$ cat src/rtl/timer8_pkg.sv
// constants, register map and field layout of the 8-bit timer core
// assumes one clock domain, registers reached over a plain strobe port
// Contract
// - stopped tick source holds counter value
// - each tick clears, increments or decrements counter
// - software reads and writes count anytime
// - software count write beats count/clear
// - waveform mode bits select counting sequence
// - overflow flag set per mode, requests interrupt
// - comparator flags count equal to compare
// - match sets compare flag at tick
// - flag interrupts when enabled, cleared on service
// - writing one clears compare match flag
// - waveform uses match, mode, action, extremes
// - compare double buffered only in pwm modes
// - buffered compare loads only at top
// - compare access hits buffer or working value
// - force strobe acts like match, no flag; code drops it when the ctrl write selects a pwm mode
// - count write blocks match next tick
// - output state kept across mode change
// - action bits take effect immediately
// - action bits choose match effect, pin source
// - reset clears output state to zero
// - nonzero action overrides port data on pin
// - pin override ignores waveform mode
// - bottom is 0x00, max is 0xff
// - zero action never changes output state
package timer8_pkg;
   typedef logic [7:0] byte_t;
   typedef logic [2:0] addr_t;
   //--------------------------------------------------------------
   // register offsets
   //--------------------------------------------------------------
   localparam addr_t ADDR_CTRL = 3'h0;
   localparam addr_t ADDR_COUNT = 3'h1;
   localparam addr_t ADDR_COMPARE = 3'h2;
   localparam addr_t ADDR_FLAGS = 3'h3;
   localparam addr_t ADDR_IRQ_EN = 3'h4;
   //--------------------------------------------------------------
   // field positions
   //--------------------------------------------------------------
   localparam int CS_LSB = 0;
   localparam int CS_MSB = 2;
   localparam int WGM_HI_POS = 3;
   localparam int COM_LSB = 4;
   localparam int COM_MSB = 5;
   localparam int WGM_LO_POS = 6;
   localparam int FORCE_POS = 7;
   localparam int FLAG_OVF_POS = 0;
   localparam int FLAG_CMP_POS = 1;
   //--------------------------------------------------------------
   // values
   //--------------------------------------------------------------
   localparam byte_t BOTTOM_VAL = 8'h00;
   localparam byte_t MAX_VAL = 8'hff;
   localparam byte_t RESET_BYTE = 8'h00;
   localparam byte_t ONE_VAL = 8'h01;
   localparam logic [2:0] CS_STOP = 3'h0;
   localparam logic [1:0] MODE_NORMAL = 2'h0;
   localparam logic [1:0] MODE_PHASE = 2'h1;
   localparam logic [1:0] MODE_CTC = 2'h2;
   localparam logic [1:0] MODE_FAST = 2'h3;
   localparam logic [1:0] ACT_NONE = 2'h0;
   localparam logic [1:0] ACT_TOGGLE = 2'h1;
   localparam logic [1:0] ACT_CLEAR = 2'h2;
   localparam logic [1:0] ACT_SET = 2'h3;
endpackage : timer8_pkg

$ cat src/rtl/wave_if.sv
// events and settings passed from counter core to output stage
// assumes both ends on the same clock
`timescale 1ns/10ps
interface wave_if;
   logic match_evt;
   logic force_evt;
   logic wrap_evt;
   logic down;
   logic [1:0] mode;
   logic [1:0] action;
   logic oc;
   modport core (output match_evt, force_evt, wrap_evt, down, mode,
      action, input oc);
   modport stage (input match_evt, force_evt, wrap_evt, down, mode,
      action, output oc);
endinterface : wave_if
$ cat src/rtl/oc_stage.sv
// compare output state and pin override
// assumes events are one-cycle pulses from the counter core
`timescale 1ns/10ps
module oc_stage (
   input wire logic clk,
   input wire logic sys_rst,
   wave_if.stage w,
   input wire logic port_data,
   input wire logic port_dir,
   output logic pin_out,
   output logic pin_oe
);
   import timer8_pkg::*;
   logic oc_ff;
   logic nxt_oc;
   wire act_on = (w.action != ACT_NONE);
   wire pwm = (w.mode == MODE_PHASE) || (w.mode == MODE_FAST);
   // match effect; phase mode flips meaning on down slope
   wire phase_set = (w.action == ACT_SET) ^ w.down;
   wire m_val = (w.action == ACT_TOGGLE) ? ~oc_ff :
      (w.mode == MODE_PHASE) ? phase_set : (w.action == ACT_SET);
   wire m_do = (w.match_evt || w.force_evt) && act_on &&
      !((w.mode == MODE_PHASE) && (w.action == ACT_TOGGLE));
   // fast pwm bottom effect wins so extreme compare is steady
   wire b_do = w.wrap_evt && pwm && (w.action[1] == 1'b1);
   wire b_val = (w.action == ACT_CLEAR);
   assign nxt_oc = b_do ? b_val : (m_do ? m_val : oc_ff);
   always_ff @(posedge clk) begin
      if (sys_rst) begin
         oc_ff <= 1'b0;
      end else begin
         oc_ff <= nxt_oc;
      end
   end
   assign w.oc = oc_ff;
   assign pin_out = act_on ? oc_ff : port_data;
   assign pin_oe = port_dir;
endmodule : oc_stage

$ cat src/rtl/timer8_core.sv
// 8-bit timer/counter with compare unit, registers on strobe port
// assumes prescale_tick, port_data, port_dir come from logic on clk
//
// Added by the designer: the register addresses and the address-and-strobe port.
`timescale 1ns/10ps
module timer8_core (
   input wire logic clk,
   input wire logic sys_rst,
   input wire timer8_pkg::addr_t addr,
   input wire timer8_pkg::byte_t wdata,
   input wire logic wr_en,
   input wire logic rd_en,
   output timer8_pkg::byte_t rdata,
   input wire logic prescale_tick,
   input wire logic global_irq_enable,
   input wire logic cmp_irq_ack,
   input wire logic ovf_irq_ack,
   output logic cmp_irq,
   output logic ovf_irq,
   input wire logic port_data,
   input wire logic port_dir,
   output logic pin_out,
   output logic pin_oe
);
   import timer8_pkg::*;
   //--------------------------------------------------------------
   // state
   //--------------------------------------------------------------
   byte_t ctrl_ff;
   byte_t count_ff;
   byte_t compare_ff;
   byte_t cmp_buf_ff;
   byte_t rdata_ff;
   logic cmp_flag_ff;
   logic ovf_flag_ff;
   logic cmp_ie_ff;
   logic ovf_ie_ff;
   logic down_ff;
   logic block_ff;
   logic force_ff;
   byte_t nxt_count;
   byte_t nxt_compare;
   byte_t nxt_buf;
   logic nxt_down;
   logic nxt_block;
   logic nxt_cmp_flag;
   logic nxt_ovf_flag;
   logic nxt_force;
   wave_if w ();
   //--------------------------------------------------------------
   // decode
   //--------------------------------------------------------------
   wire wr_ctrl = wr_en && (addr == ADDR_CTRL);
   wire wr_count = wr_en && (addr == ADDR_COUNT);
   wire wr_cmp = wr_en && (addr == ADDR_COMPARE);
   wire wr_flags = wr_en && (addr == ADDR_FLAGS);
   wire wr_ie = wr_en && (addr == ADDR_IRQ_EN);
   wire [2:0] tick_source_select = ctrl_ff[CS_MSB:CS_LSB];
   wire waveform_mode_bit_high = ctrl_ff[WGM_HI_POS];
   wire waveform_mode_bit_low = ctrl_ff[WGM_LO_POS];
   wire [1:0] waveform_mode_select =
      {waveform_mode_bit_high, waveform_mode_bit_low};
   wire [1:0] compare_output_action = ctrl_ff[COM_MSB:COM_LSB];
   wire pwm_mode = (waveform_mode_select == MODE_PHASE) ||
      (waveform_mode_select == MODE_FAST);
   wire [1:0] wr_mode = {wdata[WGM_HI_POS], wdata[WGM_LO_POS]};
   wire wr_pwm = (wr_mode == MODE_PHASE) || (wr_mode == MODE_FAST);
   //--------------------------------------------------------------
   // tick, extremes, comparator
   //--------------------------------------------------------------
   wire timer_tick = (tick_source_select != CS_STOP) &&
      prescale_tick;
   wire at_max = (count_ff == MAX_VAL);
   wire at_bottom = (count_ff == BOTTOM_VAL);
   wire match = (count_ff == compare_ff);
   wire match_ok = timer_tick && match && !block_ff;
   wire is_phase = (waveform_mode_select == MODE_PHASE);
   wire is_ctc = (waveform_mode_select == MODE_CTC);
   wire is_fast = (waveform_mode_select == MODE_FAST);
   wire byte_t cnt_inc = count_ff + ONE_VAL;
   wire byte_t cnt_dec = count_ff - ONE_VAL;
   // phase mode turns at max and bottom
   wire going_down = is_phase &&
      ((down_ff && !at_bottom) || (!down_ff && at_max));
   wire byte_t cnt_step = (is_ctc && match_ok) ? BOTTOM_VAL :
      (going_down ? cnt_dec : cnt_inc);
   assign nxt_count = wr_count ? wdata :
      (timer_tick ? cnt_step : count_ff);
   assign nxt_down = wr_count ? down_ff :
      (timer_tick ? going_down : (is_phase && down_ff));
   assign nxt_block = wr_count ? 1'b1 :
      (timer_tick ? 1'b0 : block_ff);
   //--------------------------------------------------------------
   // flags
   //--------------------------------------------------------------
   wire ovf_evt = timer_tick && !wr_count &&
      (is_phase ? (at_bottom && down_ff) : at_max);
   wire cmp_clr = (wr_flags && wdata[FLAG_CMP_POS]) || cmp_irq_ack;
   wire ovf_clr = (wr_flags && wdata[FLAG_OVF_POS]) || ovf_irq_ack;
   // set wins over a clear in the same cycle
   assign nxt_cmp_flag = match_ok || (cmp_flag_ff && !cmp_clr);
   assign nxt_ovf_flag = ovf_evt || (ovf_flag_ff && !ovf_clr);
   assign cmp_irq = cmp_flag_ff && cmp_ie_ff &&
      global_irq_enable;
   assign ovf_irq = ovf_flag_ff && ovf_ie_ff && global_irq_enable;
   //--------------------------------------------------------------
   // compare value and its buffer
   //--------------------------------------------------------------
   wire buf_load = pwm_mode && timer_tick && at_max;
   assign nxt_buf = wr_cmp ? wdata : cmp_buf_ff;
   assign nxt_compare = buf_load ? cmp_buf_ff :
      ((wr_cmp && !pwm_mode) ? wdata : compare_ff);
   // force takes effect after ctrl holds the new action bits
   assign nxt_force = wr_ctrl && wdata[FORCE_POS] && !wr_pwm;
   //--------------------------------------------------------------
   // read mux
   //--------------------------------------------------------------
   wire byte_t ctrl_rd = {1'b0, ctrl_ff[FORCE_POS-1:0]};
   wire byte_t cmp_rd = pwm_mode ? cmp_buf_ff : compare_ff;
   wire byte_t flags_rd = (RESET_BYTE | (byte_t'(cmp_flag_ff) <<
      FLAG_CMP_POS) | (byte_t'(ovf_flag_ff) << FLAG_OVF_POS));
   wire byte_t ie_rd = (RESET_BYTE | (byte_t'(cmp_ie_ff) <<
      FLAG_CMP_POS) | (byte_t'(ovf_ie_ff) << FLAG_OVF_POS));
   wire byte_t rd_mux = (addr == ADDR_CTRL) ? ctrl_rd :
      (addr == ADDR_COUNT) ? count_ff :
      (addr == ADDR_COMPARE) ? cmp_rd :
      (addr == ADDR_FLAGS) ? flags_rd :
      (addr == ADDR_IRQ_EN) ? ie_rd : RESET_BYTE;
   assign rdata = rdata_ff;
   //--------------------------------------------------------------
   // registers
   //--------------------------------------------------------------
   always_ff @(posedge clk) begin
      if (sys_rst) begin
         ctrl_ff <= RESET_BYTE;
         count_ff <= RESET_BYTE;
         compare_ff <= RESET_BYTE;
         cmp_buf_ff <= RESET_BYTE;
         rdata_ff <= RESET_BYTE;
      end else begin
         if (wr_ctrl) begin
            ctrl_ff <= wdata;
         end
         count_ff <= nxt_count;
         compare_ff <= nxt_compare;
         cmp_buf_ff <= nxt_buf;
         rdata_ff <= rd_en ? rd_mux : RESET_BYTE;
      end
   end
   always_ff @(posedge clk) begin
      if (sys_rst) begin
         cmp_flag_ff <= 1'b0;
         ovf_flag_ff <= 1'b0;
         down_ff <= 1'b0;
         block_ff <= 1'b0;
         force_ff <= 1'b0;
      end else begin
         cmp_flag_ff <= nxt_cmp_flag;
         ovf_flag_ff <= nxt_ovf_flag;
         down_ff <= nxt_down;
         block_ff <= nxt_block;
         force_ff <= nxt_force;
      end
   end
   always_ff @(posedge clk) begin
      if (sys_rst) begin
         cmp_ie_ff <= 1'b0;
         ovf_ie_ff <= 1'b0;
      end else if (wr_ie) begin
         cmp_ie_ff <= wdata[FLAG_CMP_POS];
         ovf_ie_ff <= wdata[FLAG_OVF_POS];
      end
   end
   //--------------------------------------------------------------
   // output stage
   //--------------------------------------------------------------
   assign w.match_evt = match_ok;
   assign w.force_evt = force_ff;
   assign w.wrap_evt = timer_tick && is_fast && at_max;
   assign w.down = down_ff;
   assign w.mode = waveform_mode_select;
   assign w.action = compare_output_action;
   oc_stage u_stage (
      .clk(clk),
      .sys_rst(sys_rst),
      .w(w),
      .port_data(port_data),
      .port_dir(port_dir),
      .pin_out(pin_out),
      .pin_oe(pin_oe)
   );
endmodule : timer8_core

$ cat config.mk
export PLATFORM = sky130hd
export DESIGN_NAME = timer8_core
export DESIGN_NICKNAME = d
export VERILOG_FILES = /design/src/rtl/timer8_pkg.sv /design/src/rtl/wave_if.sv /design/src/rtl/oc_stage.sv /design/src/rtl/timer8_core.sv
export SDC_FILE = /design/constraint.sdc
export NUM_CORES = 1
export LEC_CHECK = 0
export BUFFER_PORTS_ARGS = -buffer_cell sky130_fd_sc_hd__buf_2
export CORE_MARGIN = 2
export CORE_UTILIZATION = 65
export CTS_BUF_LIST = sky130_fd_sc_hd__clkbuf_8
export CTS_CLUSTER_SIZE = 28
export DETAILED_ROUTE_END_ITERATION = 10
export GPL_TIMING_DRIVEN = 0
export PLACE_DENSITY_LB_ADDON = 0.25
export SYNTH_ARGS = -nofsm -noshare
export SYNTH_HDL_FRONTEND = slang
export SYNTH_SLANG_ARGS = --single-unit
export TNS_END_PERCENT = 10
$ cat constraint.sdc
create_clock -name clk -period 7.7 [get_ports clk]
set_clock_uncertainty 0.05 [all_clocks]
set_input_delay 0.77 -clock clk [delete_from_list [all_inputs] [get_ports clk]]
set_output_delay 0.77 -clock clk [all_outputs]
set_load 0.03 [all_outputs]
==> metrics.md <==
| Metric | Value |
|---|---|
| Die Area | 0.004812 mm2 |
| Max cap viols | 0 |
| CTS resizes | 0 |
| First-pass GRT wire length | 12,960 um |
| Initial Util | 68.46% |
| Final ANT Viol Nets | 0 |
| EDFF count, synth | 0 |
| Max-slew violation count | 0 |
| Die height | 69.37 um |
| Total Power | 0.5201 mW |
| Worst r2r dst | count_ff[6] |
| Period utilization | between 40% and 50% |
| Slowest stage delay, CP | 0.67 ns |
| Final number of setup-violating endpoints | 0 |
| Slew HR | 41.81% |
| DRT Wirelength | 7701 um |
| CP Cell Sequence | nand4_4, nor2_2, nor2_1, nor3_1, ha_1, or3b_2, o311a_1, o311ai_0, nand3_1, a21oi_1 |
| Sink Count | 47 |
| RSZ-0062 raised after global routing | no |
| Initial DRC Count | 273 |
| Seq/Total Area, Yosys | 33.87% |
| Vias per std cell | approximately 6.5 |
| WP data arrival | between 3 and 4 ns |
| Initial antenna violation count | 0 |
| Cells after Synth | 340 |
| CTS tree | done |
| Status | complete, no violations |
| Number of port buffers | 31 |
| FF-to-FF setup slack | 4.46 ns |
| FF+latch count, synth | 47 |
| Required time worst endpoint | 7.88 ns |
| Mean Syn Cell Area | between 8 and 9 um2 |
| # DRC | 0 |
| Setup Buffers After CTS | 0 |
| GPL Wtd Cong | 0.9398 |
| DR WL/cell | 17.95 um |
| Total Routing Usage GR | 33.30% |
| Hold_sp | cmp_buf_ff[0] |
| Setup TNS Final | 0 ns |
| Via count of the first global-routing pass | 2,751 |
| ANT cells | 0 |
| Ys Warns | 0 |
| Vias | 2,795 |
| Placeable Area | 0.004058 mm2 |
| Clk buf depth | 2 |
| Clk Latency, worst-skew pair | 0.31 ns |
| Gr ovfl total | 0 |
| Placed insts | 421 |
| Dpl ws | 4.503 ns |
| Hold depth | 2 |
| Setup crit start kind | flop |
| LEAKAGE | around 1.2 nW |
| Pin count of the biggest net entering global routing | 15 |
| Worst IR Drop VDD | 0.1140 mV |
| I/O pin cnt | 33 |
| Synth unique cells | 54 |
| Fmax | approximately 310 MHz |
| Ys flop type | dfxtp_1 |
| Worst Hold Class | flop to flop |
| Least-Margin Pin Slew | 0.8662 ns |
| Worst-path fanout max | 8 |
| R2r startpoint | count_ff[0] |
| Hold Vio Cnt, Final | 0 |
| Share of async-settable or async-resettable flops after synthesis | 0% |
| # hold bufs at CTS | 0 |
| Root Driver | clkbuf_8 |
| Layout cells sized above 1 | 16.62% |
| Worst setup margin | 4.465 ns |
| Post-Syn Nets | ~370 |
| Pwr per Cell Area | 166.3 mW/mm2 |
| # rows | 23 |
| Die W | 69.37 um |
| CTS clock-pin slew for the worst setup and hold paths | 0.09 ns |
| Iteration count of the initial detailed-routing pass | 5 |
| WHS Endpoint | cmp_buf_ff[0] |
| Nets | between 400 and 500 |
| P&R area growth vs syn | 12.61% |
| Critical Path End Type | flop |
| Synth Cell Area | 0.002778 mm2 |
| Dpl hpwl | 5532 um |
| R2R cell count | 10 |
| Final min period | about 3.2 ns |
| H-tree level count | 2 |
| Critical-path cell with the highest stage delay | nor3_1 |
| Non-Filler Instances | around 430 |
| CTS buffer count | 5 |
| Crit Path Category | flop to flop |
sequential cells by signal, indices dropped and copies added (netlist names), 7 cells and up:
signal	flops
ctrl_ff	7
compare_ff	8
count_ff	8
rdata	8
cmp_buf_ff	8
area by class of cell:
cell class              instances  area [um2]
plain buffers                  20       87.58
inverters                       7       26.28
fillers                       289       929.6
multi-input cells             266        1723
repair buffers                 31       155.1
flip-flops and latches         47       940.9
clock inverters                 3       63.81
well taps                      50       62.56
clock buffers                   5       68.82
layer usage:
metal / track usage [%] / vias up / part of all wire (%)
met2: 53.10 / 184 / 45
li1: - / 1303 / -
met3: 7.994 / 34 / 11
met4: 13.29 / 0 / 3.8
met1: 43.45 / 1274 / 40
met5: 0 / - / 0
cell usage after synthesis, types with 3 or more instances:
master | n | area share (%)
dfxtp_1 | 47 | 34
nand2_1 | 47 | 6.4
a21oi_1 | 37 | 6.7
nor2_1 | 30 | 4.1
mux2i_1 | 18 | 6.5
clkbuf_1 | 11 | 1.5
o21ai_0 | 11 | 2.0
nand3_1 | 10 | 1.8
xor2_1 | 10 | 3.2
a22oi_1 | 9 | 2.4
a311oi_1 | 8 | 2.5
buf_2 | 7 | 1.3
inv_1 | 7 | 0.95
and3_1 | 6 | 1.4
ha_1 | 6 | 2.7
nand2b_1 | 6 | 1.4
nor3_1 | 5 | 0.90
nor2b_1 | 4 | 0.90
o32a_1 | 4 | 1.4
and2_1 | 3 | 0.68
nand3b_1 | 3 | 0.81
nand4_1 | 3 | 0.68
nor2_2 | 3 | 0.68
nor3_2 | 3 | 1.1
nor3b_1 | 3 | 0.81
worst max-delay path: cells and delay by family (launching register included):
kind,cells,cell delay [ns]
AO/OA/AOI/OAI,3,0.39
flip-flops,1,0.60
AND/OR/NAND/NOR,6,1.73
adder cells (fa/ha/maj),1,0.39
worst max-delay path by stage:
stage / cells after the start / end / startpoint
after global routing: 10 / count_ff[6] / count_ff[0]
after floorplan: 9 / count_ff[6] / count_ff[7]
after global placement: 10 / count_ff[6] / count_ff[0]
after detailed placement: 10 / count_ff[6] / count_ff[0]
final: 10 / count_ff[6] / count_ff[0]
after CTS: 10 / count_ff[6] / count_ff[0]
through the flow:
stage / utilization [%] / hold WS, ns / cell area, um2
floorplan: - / 0.3954 / 2778
global placement: 73.82 / 0.4115 / 2995
detailed placement: 73.82 / 0.4166 / 2995
CTS: 77.09 / 0.4298 / 3128
global route: 77.09 / 0.4484 / 3128
finish: 77.09 / 0.4309 / 3128
power breakdown:
| part | switching, mW | leakage, nW | internal [mW] |
|---|---|---|---|
| sequential | 0.00610 | 0.380 | 0.247 |
| combinational | 0.0339 | 0.777 | 0.0197 |
| clock | 0.0846 | 0.0695 | 0.128 |
logic make-up after synthesis:
logic type / Yosys count / share of synthesized area, %
simple gates: 140 / 26.80
compound gates: 87 / 20.72
flops: 47 / 33.87
buf+inv: 27 / 4.099
mux: 20 / 7.297
xor+xnor: 12 / 3.784
fa+ha+maj: 7 / 3.423
placed cells by master, fill, tap and decap left out, drive strengths merged, types with 10 or more instances in the layout:
| master | Yosys | routed |
|---|---|---|
| clkbuf | 11 | 16 |
| mux2i | 18 | 18 |
| dfxtp | 47 | 47 |
| o21ai | 11 | 11 |
| nor2 | 33 | 33 |
| a21oi | 37 | 37 |
| nand3 | 11 | 11 |
| buf | 9 | 40 |
| xor2 | 10 | 10 |
| nand2 | 47 | 47 |
Power figures use the tool's default switching activity.
